## src/srctl_regs.svh

```systemverilog
// Timing counts and fixed values of the system reset controller.
`ifndef SRCTL_REGS_SVH
`define SRCTL_REGS_SVH
`define SRCTL_CLK_PERIOD_NS 10
`define SRCTL_POR_DELAY_MIN_MS 3
`define SRCTL_POR_DELAY_TYP_MS 10
`define SRCTL_POR_DELAY_MAX_MS 31
`define SRCTL_POR_CYCLES ((`SRCTL_POR_DELAY_TYP_MS * 1000000) / `SRCTL_CLK_PERIOD_NS)
`define SRCTL_RST_DELAY_US 50
`define SRCTL_RST_CYCLES ((`SRCTL_RST_DELAY_US * 1000) / `SRCTL_CLK_PERIOD_NS)
`define SRCTL_PIN_LOW_NS 15000
`define SRCTL_PIN_CYCLES ((`SRCTL_PIN_LOW_NS + `SRCTL_CLK_PERIOD_NS - 1) / `SRCTL_CLK_PERIOD_NS)
`define SRCTL_MCD_TYP_NS 625000
`define SRCTL_MCD_MAX_NS 1200000
`define SRCTL_MCD_CYCLES (`SRCTL_MCD_TYP_NS / `SRCTL_CLK_PERIOD_NS)
`define SRCTL_RESET_VECTOR 16'h0000
`define SRCTL_PORT_LATCH_RST 1'h1
`define SRCTL_CLKSEL_INTERNAL 2'h0
`define SRCTL_NCAUSE 8
`define SRCTL_C_POR 0
`define SRCTL_C_PIN 1
`define SRCTL_C_CMP 2
`define SRCTL_C_SW 3
`define SRCTL_C_SUP 4
`define SRCTL_C_WDT 5
`define SRCTL_C_MCD 6
`define SRCTL_C_FLASH 7
`endif

```

## src/srctl_pkg.sv

```systemverilog
// Types of the system reset controller.
package srctl_pkg;
  typedef enum logic [1:0] {
    SRCTL_ST_POR_WAIT = 2'b00,
    SRCTL_ST_HOLD = 2'b01,
    SRCTL_ST_RELEASE = 2'b10,
    SRCTL_ST_RUN = 2'b11
  } srctl_state_t;
  typedef logic [7:0] srctl_cause_t;
endpackage

```

## src/srctl_top.sv

```systemverilog
// System reset controller: gathers reset causes and sequences release.
`timescale 1ns/1ns
`include "srctl_regs.svh"
// Overview of operation
// - Reset halts core, disables interrupts and timers.
// - Registers reset; power-on-only bits keep value.
// - RAM contents untouched by any reset.
// - Port latches 1, open-drain, weak pull-ups.
// - Retention keeps port, converter, reference state.
// - Power and supply resets drive pin low.
// - Exit clears program counter, internal oscillator.
// - Watchdog enabled; first fetch at 0x0000.
// - Eight reset causes enter reset.
// - Power-on delay typically 10 ms, 3..31 ms.
// - Non-power-on release delay typically 50 us.
// - Pin low 15 us causes reset.
// - Missing clock reset within 1.2 ms.
// - Too-slow clock counts as missing.
module srctl_top #(
  parameter int POR_CYCLES = `SRCTL_POR_CYCLES,
  parameter int MCD_CYCLES = `SRCTL_MCD_CYCLES,
  parameter int RST_CYCLES = `SRCTL_RST_CYCLES,
  parameter int PIN_CYCLES = `SRCTL_PIN_CYCLES,
  parameter int CNT_W = 22
) (
  // Clock and power-on reset.
  input wire logic i_core_clk,
  input wire logic i_rst_n,
  // Reset causes and retention enable.
  input wire logic i_ext_reset_pin_n,
  input wire logic i_cmp_reset,
  input wire logic i_sw_reset,
  input wire logic i_supply_low,
  input wire logic i_wdt_expired,
  input wire logic i_flash_error,
  input wire logic i_sysclk_tick,
  input wire logic i_retain_en,
  // Values to retain across non-power-on resets.
  input wire logic [7:0] i_port_cfg,
  input wire logic [7:0] i_dac_state,
  input wire logic [3:0] i_vref_cfg,
  // Reset pin drive, enable low while driving.
  output logic o_ext_reset_pin_n_out,
  output logic o_ext_reset_pin_n_oe_n,
  // Controls to the rest of the chip.
  output logic o_sys_reset,
  output logic o_core_halt,
  output logic o_irq_timer_disable,
  output logic o_por_only_reset,
  output logic o_ram_reset,
  output logic o_port_latch,
  output logic o_port_open_drain,
  output logic o_port_weak_pullup,
  output logic [7:0] o_port_cfg,
  output logic [7:0] o_dac_state,
  output logic [3:0] o_vref_cfg,
  output logic [15:0] o_program_counter,
  output logic [1:0] o_clk_sel,
  output logic o_wdt_enable,
  output srctl_pkg::srctl_cause_t o_reset_cause
);
  import srctl_pkg::*;

  // ----------------------------------------------------------------
  // Cause detection
  // ----------------------------------------------------------------
  srctl_state_t state_r;
  logic [CNT_W-1:0] delay_r;
  logic [CNT_W-1:0] pin_cnt_r;
  logic [CNT_W-1:0] mcd_cnt_r;
  logic pin_rst_r;
  logic mcd_rst_r;
  logic por_r;
  logic sup_rst_r;
  logic any_cause;
  srctl_cause_t cause_now;

  // The pin must stay low a full 15 us before it counts; shorter glitches are ignored.
  // While the controller drives the pin low itself, the level says nothing about the outside and would
  // hold the controller in reset forever; the price is that an outside pulse then goes unrecorded.
  always_ff @(posedge i_core_clk) begin
    if (!i_rst_n || i_ext_reset_pin_n || !o_ext_reset_pin_n_oe_n) begin
      pin_cnt_r <= '0;
      pin_rst_r <= 1'b0;
    end else if (pin_cnt_r >= CNT_W'(PIN_CYCLES - 1)) begin
      pin_rst_r <= 1'b1;
    end else begin
      pin_cnt_r <= pin_cnt_r + 1'b1;
    end
  end

  // The system clock is observed as a tick; a gap longer than the window means the clock is missing or too slow.
  always_ff @(posedge i_core_clk) begin
    if (!i_rst_n || i_sysclk_tick || state_r != SRCTL_ST_RUN) begin
      mcd_cnt_r <= '0;
      mcd_rst_r <= 1'b0;
    end else if (mcd_cnt_r >= CNT_W'(MCD_CYCLES - 1)) begin
      mcd_rst_r <= 1'b1;
    end else begin
      mcd_cnt_r <= mcd_cnt_r + 1'b1;
    end
  end

  always_comb begin
    cause_now = '0;
    cause_now[`SRCTL_C_POR] = por_r;
    cause_now[`SRCTL_C_PIN] = pin_rst_r;
    cause_now[`SRCTL_C_CMP] = i_cmp_reset;
    cause_now[`SRCTL_C_SW] = i_sw_reset;
    cause_now[`SRCTL_C_SUP] = i_supply_low;
    cause_now[`SRCTL_C_WDT] = i_wdt_expired;
    cause_now[`SRCTL_C_MCD] = mcd_rst_r;
    cause_now[`SRCTL_C_FLASH] = i_flash_error;
  end
  assign any_cause = |cause_now;

  // ----------------------------------------------------------------
  // Release sequencer
  // ----------------------------------------------------------------
  always_ff @(posedge i_core_clk) begin
    if (!i_rst_n) begin
      state_r <= SRCTL_ST_POR_WAIT;
      delay_r <= '0;
      por_r <= 1'b1;
    end else begin
      case (state_r)
        SRCTL_ST_POR_WAIT: begin
          if (delay_r >= CNT_W'(POR_CYCLES - 1)) begin
            por_r <= 1'b0;
            delay_r <= '0;
            state_r <= SRCTL_ST_HOLD;
          end else begin
            delay_r <= delay_r + 1'b1;
          end
        end
        SRCTL_ST_HOLD: begin
          delay_r <= '0;
          if (!any_cause) begin
            state_r <= SRCTL_ST_RELEASE;
          end
        end
        SRCTL_ST_RELEASE: begin
          if (any_cause) begin
            delay_r <= '0;
            state_r <= SRCTL_ST_HOLD;
          end else if (delay_r >= CNT_W'(RST_CYCLES - 1)) begin
            state_r <= SRCTL_ST_RUN;
          end else begin
            delay_r <= delay_r + 1'b1;
          end
        end
        SRCTL_ST_RUN: begin
          if (any_cause) begin
            state_r <= SRCTL_ST_HOLD;
          end
        end
        default: state_r <= SRCTL_ST_HOLD;
      endcase
    end
  end

  // Remembers whether the pending reset came from power or supply, so the pin stays driven until exit.
  always_ff @(posedge i_core_clk) begin
    if (!i_rst_n) begin
      sup_rst_r <= 1'b1;
    end else if (i_supply_low) begin
      sup_rst_r <= 1'b1;
    end else if (state_r == SRCTL_ST_RUN) begin
      sup_rst_r <= 1'b0;
    end
  end

  // Cause flags are sticky while in reset so software can read why it restarted.
  always_ff @(posedge i_core_clk) begin
    if (!i_rst_n) begin
      o_reset_cause <= 8'h01;
    end else if (state_r == SRCTL_ST_RUN && any_cause) begin
      o_reset_cause <= cause_now;
    end else if (state_r != SRCTL_ST_RUN) begin
      o_reset_cause <= o_reset_cause | cause_now;
    end
  end

  // ----------------------------------------------------------------
  // Retained state
  // ----------------------------------------------------------------
  // Retention is only honoured for non-power-on resets; a power-on reset always returns defaults.
  always_ff @(posedge i_core_clk) begin
    if (!i_rst_n) begin
      o_port_cfg <= 8'h00;
      o_dac_state <= 8'h00;
      o_vref_cfg <= 4'h0;
    end else if (state_r == SRCTL_ST_RUN && !any_cause) begin
      o_port_cfg <= i_port_cfg;
      o_dac_state <= i_dac_state;
      o_vref_cfg <= i_vref_cfg;
    end else if (state_r == SRCTL_ST_RUN && !i_retain_en) begin
      o_port_cfg <= 8'h00;
      o_dac_state <= 8'h00;
      o_vref_cfg <= 4'h0;
    end
  end

  // ----------------------------------------------------------------
  // Outputs
  // ----------------------------------------------------------------
  assign o_sys_reset = state_r != SRCTL_ST_RUN;
  assign o_core_halt = o_sys_reset;
  assign o_irq_timer_disable = o_sys_reset;
  assign o_por_only_reset = state_r == SRCTL_ST_POR_WAIT;
  assign o_ram_reset = 1'b0;
  assign o_port_latch = `SRCTL_PORT_LATCH_RST;
  assign o_port_open_drain = 1'b1;
  assign o_port_weak_pullup = 1'b1;
  assign o_ext_reset_pin_n_out = 1'b0;
  assign o_ext_reset_pin_n_oe_n = !(o_sys_reset && (por_r || sup_rst_r));
  assign o_program_counter = `SRCTL_RESET_VECTOR;
  assign o_clk_sel = `SRCTL_CLKSEL_INTERNAL;
  assign o_wdt_enable = 1'b1;

  // ----------------------------------------------------------------
  // Check helpers
  // ----------------------------------------------------------------
  // Counts reset cycles with no cause pending; it only feeds the checks and drives no output.
  logic [CNT_W-1:0] quiet_r;
  always_ff @(posedge i_core_clk) begin
    if (!i_rst_n || any_cause || !o_sys_reset) begin
      quiet_r <= '0;
    end else begin
      quiet_r <= quiet_r + 1'h1;
    end
  end

  // ----------------------------------------------------------------
  // Checks
  // ----------------------------------------------------------------
  halt_in_reset_a: assert property (@(posedge i_core_clk) disable iff (!i_rst_n)
    o_sys_reset |-> (o_core_halt && o_irq_timer_disable))
    else $error("core not halted in reset");
  pin_drive_a: assert property (@(posedge i_core_clk) disable iff (!i_rst_n)
    (por_r && o_sys_reset) |-> !o_ext_reset_pin_n_oe_n)
    else $error("reset pin not driven during power reset");
  pin_release_a: assert property (@(posedge i_core_clk) disable iff (!i_rst_n)
    !o_sys_reset |-> o_ext_reset_pin_n_oe_n)
    else $error("reset pin driven while running");
  por_exit_a: assert property (@(posedge i_core_clk) disable iff (!i_rst_n)
    ($fell(por_r)) |-> $past(delay_r) == CNT_W'(POR_CYCLES - 1))
    else $error("power-on delay wrong length");
  release_delay_a: assert property (@(posedge i_core_clk) disable iff (!i_rst_n)
    $rose(state_r == SRCTL_ST_RUN) |-> $past(delay_r) == CNT_W'(RST_CYCLES - 1))
    else $error("release delay wrong length");
  cause_enters_a: assert property (@(posedge i_core_clk) disable iff (!i_rst_n)
    (state_r == SRCTL_ST_RUN && (i_sw_reset || i_wdt_expired)) |=> o_sys_reset)
    else $error("reset cause ignored");
  pin_filter_a: assert property (@(posedge i_core_clk) disable iff (!i_rst_n)
    $rose(pin_rst_r) |-> $past(pin_cnt_r) == CNT_W'(PIN_CYCLES - 1))
    else $error("pin filter length wrong");
  mcd_fire_a: assert property (@(posedge i_core_clk) disable iff (!i_rst_n)
    $rose(mcd_rst_r) |=> o_sys_reset)
    else $error("missing clock did not reset");
  hold_request_a: assert property (@(posedge i_core_clk) disable iff (!i_rst_n)
    (any_cause && state_r != SRCTL_ST_POR_WAIT) |=> state_r == SRCTL_ST_HOLD)
    else $error("request not held");
  exit_values_a: assert property (@(posedge i_core_clk) disable iff (!i_rst_n)
    $fell(o_sys_reset) |-> (o_wdt_enable && o_program_counter == 16'h0000 && o_clk_sel == 2'h0))
    else $error("wrong exit state");
  // The checks below cover pin drive, retention, the release and power-on delays, the pin and clock filters and the cause flags.
  // They use the internal counters against the same delay parameters, so a wrong delay constant does not show up as a timing failure.
  supply_pin_a: assert property (@(posedge i_core_clk) disable iff (!i_rst_n)
    i_supply_low |=> (o_sys_reset && !o_ext_reset_pin_n_oe_n))
    else $error("reset pin not driven for supply reset");
  pin_hold_a: assert property (@(posedge i_core_clk) disable iff (!i_rst_n)
    (!o_ext_reset_pin_n_oe_n && o_sys_reset) |=> (!o_ext_reset_pin_n_oe_n || !o_sys_reset))
    else $error("reset pin released before exit");
  por_defaults_a: assert property (@(posedge i_core_clk) disable iff (!i_rst_n)
    o_por_only_reset |-> (o_port_cfg == 8'h00 && o_dac_state == 8'h00 && o_vref_cfg == 4'h0))
    else $error("retained state kept through power-on reset");
  retain_hold_a: assert property (@(posedge i_core_clk) disable iff (!i_rst_n)
    (o_sys_reset && !o_por_only_reset) |=> ($stable(o_port_cfg) && $stable(o_dac_state) && $stable(o_vref_cfg)))
    else $error("retained state changed in reset");
  release_quiet_a: assert property (@(posedge i_core_clk) disable iff (!i_rst_n)
    $fell(o_sys_reset) |-> quiet_r == CNT_W'(RST_CYCLES + 1))
    else $error("release delay not measured from last cause");
  release_early_a: assert property (@(posedge i_core_clk) disable iff (!i_rst_n)
    (state_r == SRCTL_ST_RELEASE && delay_r < CNT_W'(RST_CYCLES - 1)) |=> o_sys_reset)
    else $error("core released early");
  por_hold_a: assert property (@(posedge i_core_clk) disable iff (!i_rst_n)
    (o_por_only_reset && delay_r < CNT_W'(POR_CYCLES - 1)) |=> (o_por_only_reset && o_sys_reset))
    else $error("power-on delay cut short");
  pin_short_a: assert property (@(posedge i_core_clk) disable iff (!i_rst_n)
    (!pin_rst_r && pin_cnt_r < CNT_W'(PIN_CYCLES - 1)) |=> !pin_rst_r)
    else $error("short pin pulse caused reset");
  pin_enters_a: assert property (@(posedge i_core_clk) disable iff (!i_rst_n)
    (pin_rst_r && state_r == SRCTL_ST_RUN) |=> o_sys_reset)
    else $error("pin reset ignored");
  mcd_slow_a: assert property (@(posedge i_core_clk) disable iff (!i_rst_n)
    (state_r == SRCTL_ST_RUN && !i_sysclk_tick && mcd_cnt_r >= CNT_W'(MCD_CYCLES - 1)) |=> mcd_rst_r)
    else $error("slow clock not treated as missing");
  cause_sticky_a: assert property (@(posedge i_core_clk) disable iff (!i_rst_n)
    (o_sys_reset && $past(o_sys_reset)) |-> ((o_reset_cause & $past(o_reset_cause)) == $past(o_reset_cause)))
    else $error("reset cause flag lost in reset");
  hold_clear_a: assert property (@(posedge i_core_clk) disable iff (!i_rst_n)
    (state_r == SRCTL_ST_HOLD) |=> (delay_r == '0))
    else $error("release delay not restarted");
  exit_clock_a: assert property (@(posedge i_core_clk) disable iff (!i_rst_n)
    $fell(o_sys_reset) |-> (o_clk_sel == `SRCTL_CLKSEL_INTERNAL && o_program_counter == `SRCTL_RESET_VECTOR))
    else $error("wrong clock or start address on exit");
endmodule

```

## config.mk

```make
export PLATFORM = sky130hd
export DESIGN_NAME = srctl_top
export DESIGN_NICKNAME = d
export VERILOG_FILES = /design/src/srctl_pkg.sv /design/src/srctl_top.sv
export VERILOG_INCLUDE_DIRS = /design/src
export SDC_FILE = /design/constraint.sdc
export NUM_CORES = 1
export LEC_CHECK = 0
export BUFFER_PORTS_ARGS = -buffer_cell sky130_fd_sc_hd__clkbuf_2
export CAP_MARGIN = 20
export CORE_MARGIN = 1
export CORE_UTILIZATION = 50
export DETAILED_ROUTE_END_ITERATION = 10
export PLACE_DENSITY = 0.76
export SKIP_CTS_REPAIR_TIMING = 1
export SLEW_MARGIN = 20
export SYNTH_ARGS = -nofsm -noshare
export SYNTH_HDL_FRONTEND = slang
export SYNTH_SLANG_ARGS = --single-unit
export TNS_END_PERCENT = 20
```

## constraint.sdc

```tcl
create_clock -name i_core_clk -period 2 [get_ports i_core_clk]
set_input_delay 0.4 -clock i_core_clk [delete_from_list [all_inputs] [get_ports i_core_clk]]
set_output_delay 0.4 -clock i_core_clk [all_outputs]
set_load 0.1 [all_outputs]
```

==> results of run 1 <==
worst max-delay path by stage:
stage                                          from                    endpoint  slack [ns]
after global routing      mcd_cnt_r[1]$_SDFFE_PP0N_  mcd_cnt_r[12]$_SDFFE_PP0N_       -0.08
after CTS                   delay_r[0]$_SDFFE_PN0P_    delay_r[11]$_SDFFE_PN0P_      -0.005
after global placement      delay_r[0]$_SDFFE_PN0P_    delay_r[21]$_SDFFE_PN0P_        0.07
after detailed placement                 i_sw_reset     state_r[0]$_SDFFE_PN0P_       -0.08
final                     mcd_cnt_r[0]$_SDFFE_PP0N_  mcd_cnt_r[12]$_SDFFE_PP0N_       -0.03
after floorplan                  por_r$_SDFFE_PN1P_  pin_cnt_r[12]$_SDFFE_PP0N_       -0.08
cell usage in the layout, fill, tap and decap left out, drive strengths merged, types with 4 or more instances in the layout:
master  count
buf        54
a21oi      47
inv         9
o21ai      21
and2       17
o211a       4
nor4       10
and3       12
dfxtp     100
nor2       43
nand2b      7
nand3      23
ha          8
o211ai      4
o31ai      23
nand4      12
clkbuf     69
conb       24
or4        24
nor3        7
mux2i       6
o21a        4
nand2      24
a211oi      4
or3        21
a22oi      20
metal layers:
layer / global-route usage, % / vias up / part of all wire [%]
li1: - / 2107 / -
met2: 37.0 / 116 / 48
met5: 0 / - / 0
met4: 7.23 / 0 / 1.7
met3: 4.22 / 18 / 4.8
met1: 28.4 / 2049 / 46
layout make-up:
class | instances | area, um2
Fill cell | 732 | 3010
Multi-Input combinational cell | 390 | 2590
Sequential cell | 100 | 2010
Timing Repair Buffer | 114 | 846
Tap cell | 108 | 135
Clock buffer | 9 | 124
Clock inverter | 7 | 60.1
Inverter | 8 | 33.8
through the flow:
| stage | TNS (ns) | area [um2] | hold WS (ns) | power (mW) |
|---|---|---|---|---|
| 3_5_place_dp | -0.431 | 5280 | 0.445 | 2.41 |
| 4_1_cts | -0.00977 | 5470 | 0.232 | 3.61 |
| 6_report | -0.0402 | 5800 | 0.241 | 3.60 |
| 2_1_floorplan | -1.65 | 4720 | 0.430 | 2.38 |
| 5_1_grt | -0.560 | 5800 | 0.243 | 3.70 |
| 3_3_place_gp | 0 | 5280 | 0.442 | 2.41 |
power breakdown:
group          switching [mW]  leakage (nW)  total [mW]  internal [mW]
logic                   0.303          1.34       0.359         0.0566
clock network           0.758        0.0892        1.23          0.471
registers             0.00878         0.810        2.01           2.00
total                    1.07          2.24        3.60           2.53
logic make-up after synthesis:
family,after synthesis
other,2
adders and majority gates,8
AOI/OAI and AO/OA,142
buffers and inverters,61
muxes,6
and+or+nand+nor,209
DFF,100
state kept, by name, summed over array words and instances (netlist names):
signal / flops
delay_r: 22
mcd_cnt_r: 22
mcd_rst_r: 1
o_dac_state: 8
o_port_cfg: 8
o_reset_cause: 8
o_vref_cfg: 4
pin_cnt_r: 22
pin_rst_r: 1
por_r: 1
state_r: 2
sup_rst_r: 1
critical path, delay by kind of cell, from the launching register on:
kind / cells / cell delay, ns
AOI/OAI and AO/OA: 4 / 0.93
DFF: 1 / 0.35
and+or+nand+nor: 1 / 0.51
adders and majority gates: 1 / 0.18
==> impl_metrics.tcl, run 1 <==
set metrics [dict create \
    synth-xor-area-share_pct 0 \
    p_per_area_nw_per_um2 621 \
    clk_latency_ns 0.38 \
    post-route-util_pct 65.8 \
    place_hpwl_um 7450 \
    critPathLaunchType "register" \
    drt-initial-drc-count 198 \
    gp_congestion 0.792 \
    reg2reg_slack_ns -0.03 \
    ys_ff_latch 100 \
    hold_start "i_supply_low" \
    num_antenna_cells 0 \
    path_clk_slew_ns 0.10 \
    synth_top_area_share_pct 43.5 \
    ios 87 \
    die_w_um 98.0 \
    yosysMostFrequentCell "dfxtp_1" \
    synthTopCellsByArea "dfxtp_1 43%, a21oi_1 5.1%, buf_4 4.2%, o31ai_1 3.7%, or4_1 3.7%" \
    path_cells "ha_4 -> o41ai_4 -> a21boi_2 -> o211a_4 -> or4_1 -> a21oi_1" \
    async_flop_share_pct 0 \
    finClkSkew_ns 0.00658 \
    initial_core_util_pct 52.3 \
    setup_ws_ns -0.0313 \
    antenna_found_initial 0 \
    fmax_mhz 492 \
    fin_crit_sh_pct 102 \
    ys.flop_type "dfxtp_1" \
    slowest_delay_ns 0.51 \
    finalWirelength_um 10900 \
    yosysSeqAreaShare_pct 43.5 \
    synth_edf_count 0 \
    worstSetupPathType "reg -> reg" \
    ant_nets 0 \
    synth_top_family_by_area "simple AND/OR/NAND/NOR gates" \
    synthCells 528 \
    rr_startpoint "mcd_cnt_r[0]$_SDFFE_PP0N_" \
    slew_violations 0 \
    crit_slowest_cell "or4_1" \
    grt_usage_pct 22.0 \
    max-cap-violations 0 \
    hold_class "in -> reg" \
    drive_above_1_share_pct 29.6 \
    setup_viol 3 \
    syn_area_um2 4610 \
    synth_compound_area_share_pct 20.3 \
    worst_slew_margin_rel_pct 63.3 \
    synthMuxAreaShare_pct 1.30 \
    whs_path_depth 2 \
    yosysWarnings 0 \
    timing.rr.end "mcd_cnt_r[12]$_SDFFE_PP0N_" \
    fin_crit_ns 2.03 \
    crit_required_ns 2.31 \
    post-place-cells 711 \
    drtPass1Iterations 8 \
    final_hold_viol_count 0 \
    synth_common_cells "100 x dfxtp_1, 47 x a21oi_1, 43 x nor2_1" \
    ctsRootBufferMaster "clkbuf_8" \
    cts_tree "built" \
    cts_buffer_depth 2 \
    grt_pass1_vias 3796 \
    crit_path_end_kind "register" \
    layout-area-overhead-vs-synth_pct 25.9 \
    grt_pass1_wl_um 17400 \
    tightest_slew_ns 0.552 \
    reg2reg_depth 6 \
    grt_max_degree 23 \
    vias_per_cell 5.83 \
    ir_drop_mv 0.395 \
    min_delay_worst_endpoint "sup_rst_r$_SDFFE_PP1N_" \
    synth.largest_area_cell "dfxtp_1" \
    status "finished, violations left" \
    cts.sink_count 100 \
    routedWlPerCell_um 14.8 \
    dieArea_um2 9600 \
    die_h_um 98.0 \
    p_leak_nw 2.24 \
    via_count 4290 \
    grt_overflow_total 0 \
    synth_fa_ha_area_share_pct 2.17 \
    place_ws_ns -0.0838 \
    instances_no_fill 736 \
    drcViolationCount 11 \
    htreeDepth 3 \
    violations "design-rule violations, negative setup slack" \
    syn-mean-instance-area_um2 8.72 \
    coreArea_um2 8810 \
    path_max_fanout 8 \
    yosys.area_share.simple_pct 25.2 \
    cts_buffers 9 \
    rsz0062_at_grt "true" \
    rows 34 \
    cp.arrival_ns 2.34 \
    port_buffers 62 \
    final_net_count 661 \
    synth_cell_types 48 \
]
Power figures use the tool's default switching activity.
==> run 2: changes to the inputs <==
--- a/config.mk
+++ b/config.mk
@@ -9,9 +9,9 @@
 export BUFFER_PORTS_ARGS = -buffer_cell sky130_fd_sc_hd__clkbuf_2
 export CAP_MARGIN = 20
 export CORE_MARGIN = 1
-export CORE_UTILIZATION = 50
+export CORE_UTILIZATION = 55
 export DETAILED_ROUTE_END_ITERATION = 10
-export PLACE_DENSITY = 0.76
+export PLACE_DENSITY = 0.79
 export SKIP_CTS_REPAIR_TIMING = 1
 export SLEW_MARGIN = 20
 export SYNTH_ARGS = -nofsm -noshare
==> constraint.sdc (replaced) <==
create_clock -name i_core_clk -period 2.3 [get_ports i_core_clk]
set_input_delay 0.46 -clock i_core_clk [delete_from_list [all_inputs] [get_ports i_core_clk]]
set_output_delay 0.46 -clock i_core_clk [all_outputs]
set_load 0.1 [all_outputs]
==> impl_metrics.tcl, run 2 (same netlist as run 1, synthesis figures left out) <==
set metrics [dict create \
    multi_input_area_um2 2360 \
    final_hold_viol_count 0 \
    routedWlPerCell_um 14.0 \
    port_buffers 62 \
    grt_use_met3_pct 4.63 \
    p_leak_nw 1.97 \
    holdWs_ns 0.312 \
    whs_path_depth 2 \
    grt_use_met2_pct 38.4 \
    final_common_cell "dfxtp_1" \
    grt_overflow_total 0 \
    cts_buffers 9 \
    layout-area-overhead-vs-synth_pct 12.0 \
    post-route-util_pct 63.1 \
    ir_drop_mv 0.356 \
    path_max_fanout 21 \
    crit_required_ns 2.60 \
    drcViolationCount 0 \
    ctsRootBufferMaster "clkbuf_8" \
    reg2reg_depth 7 \
    num_antenna_cells 0 \
    die_w_um 93.5 \
    path_cells "ha_1 -> a211oi_2 -> a211oi_2 -> o21a_1 -> buf_4 -> or4_1 -> a21oi_1" \
    clk_latency_ns 0.37 \
    crit_slowest_cell "or4_1" \
    max-cap-violations 0 \
    crit_path_end_kind "register" \
    path_clk_slew_ns 0.10 \
    cts.sink_count 100 \
    die_h_um 93.5 \
    coreArea_um2 8180 \
    rows 33 \
    drt-initial-drc-count 170 \
    status "complete, no violations" \
    initial_core_util_pct 56.3 \
    grt_usage_pct 22.7 \
    via_count 4090 \
    p_per_area_nw_per_um2 628 \
    setup_viol 0 \
    finClkSkew_ns 0.0151 \
    grt_pass1_vias 3633 \
    cts_buffer_depth 2 \
    dieArea_um2 8740 \
    vias_per_cell 5.88 \
    fillers 705 \
    critPathLaunchType "register" \
    ios 87 \
    rr_startpoint "delay_r[0]$_SDFFE_PN0P_" \
    hold_class "in -> reg" \
    ant_nets 0 \
    worstSetupPathType "reg -> reg" \
    finalWirelength_um 9750 \
    slew_violations 0 \
    power_mw 3.24 \
    fin_crit_ns 2.19 \
    grt_util_met1_pct 28.4 \
    register_area_um2 2000 \
    reg_top3 "delay_r: 22 flops, mcd_cnt_r: 22 flops, pin_cnt_r: 22 flops" \
    slowest_delay_ns 0.50 \
    tightest_slew_ns 0.599 \
    final_cell_mix "100 x dfxtp_1, 62 x clkbuf_2, 47 x a21oi_1, 43 x nor2_1" \
    gp_congestion 0.844 \
    cts_tree "built" \
    antenna_found_initial 0 \
    gr-max-usage-layer "met2" \
    cpMostUsedCell "a211oi_2" \
    drive_above_1_share_pct 17.6 \
    drtPass1Iterations 5 \
    place_hpwl_um 6840 \
    fin_crit_sh_pct 95.2 \
    setup.worst_path.start "delay_r[0]$_SDFFE_PN0P_" \
    fmax_mhz 457 \
    final_net_count 623 \
    grt_pass1_wl_um 16100 \
    hold_start "i_supply_low" \
    htreeDepth 3 \
    grt_max_degree 25 \
    worst_slew_margin_rel_pct 60.1 \
    cp.arrival_ns 2.49 \
]
==> run 2: changes by cell type in the layout (fill, tap and decap cells not counted), sizes merged <==
cell and delta:
clkinvlp -3, buf -39, inv +3, clkinv -1, bufinv +1, clkbuf +2
o211a -1
==> run 2: report_power, final <==
group	switching, mW	internal [mW]
Clock	0.662	0.534
Combinational	0.254	0.0367
Sequential	0.0107	1.74
Total	0.927	2.31
==> run 2: cell type report <==
class | count | area share (%)
repair buffers | 77 | 8.20
multi-input cells | 389 | 45.7
inverters | 8 | 0.582
clock buffers | 9 | 2.40
flip-flops and latches | 100 | 38.8
clock inverters | 7 | 1.75
well taps | 105 | 2.55
==> run 2: per-stage QoR <==
stage	setup WS, ns	TNS [ns]	cells	area [um2]
after floorplan	-0.361	-2.44	550	4690
after global placement	0.242	0	679	4930
after detailed placement	0.168	0	679	4930
after CTS	0.133	0	695	5150
after global routing	-0.0310	-0.0876	695	5160
final	0.111	0	695	5160
==> run 2: per-layer routing <==
metal	vias to the layer above	wire length, um
met5	-	0
met4	0	121
met3	11	482
met2	117	4740
met1	1930	4400
li1	2032	-
==> run 2: worst max-delay path: cells and delay by family, from the launching register on <==
kind	cells	cell delay, ns
AO/OA/AOI/OAI	4	0.79
AND/OR/NAND/NOR	1	0.50
flip-flops	1	0.38
adder cells (fa/ha/maj)	1	0.26
buffers and inverters	1	0.19
==> run 2: final timing paths <==
kind                            slack, ns                    endpoint
worst max-delay path                 0.11    delay_r[16]$_SDFFE_PN0P_
worst min-delay path                 0.31      sup_rst_r$_SDFFE_PP1N_
worst max register to register       0.11    delay_r[16]$_SDFFE_PN0P_
worst min register to register       0.46  pin_cnt_r[11]$_SDFFE_PP0N_
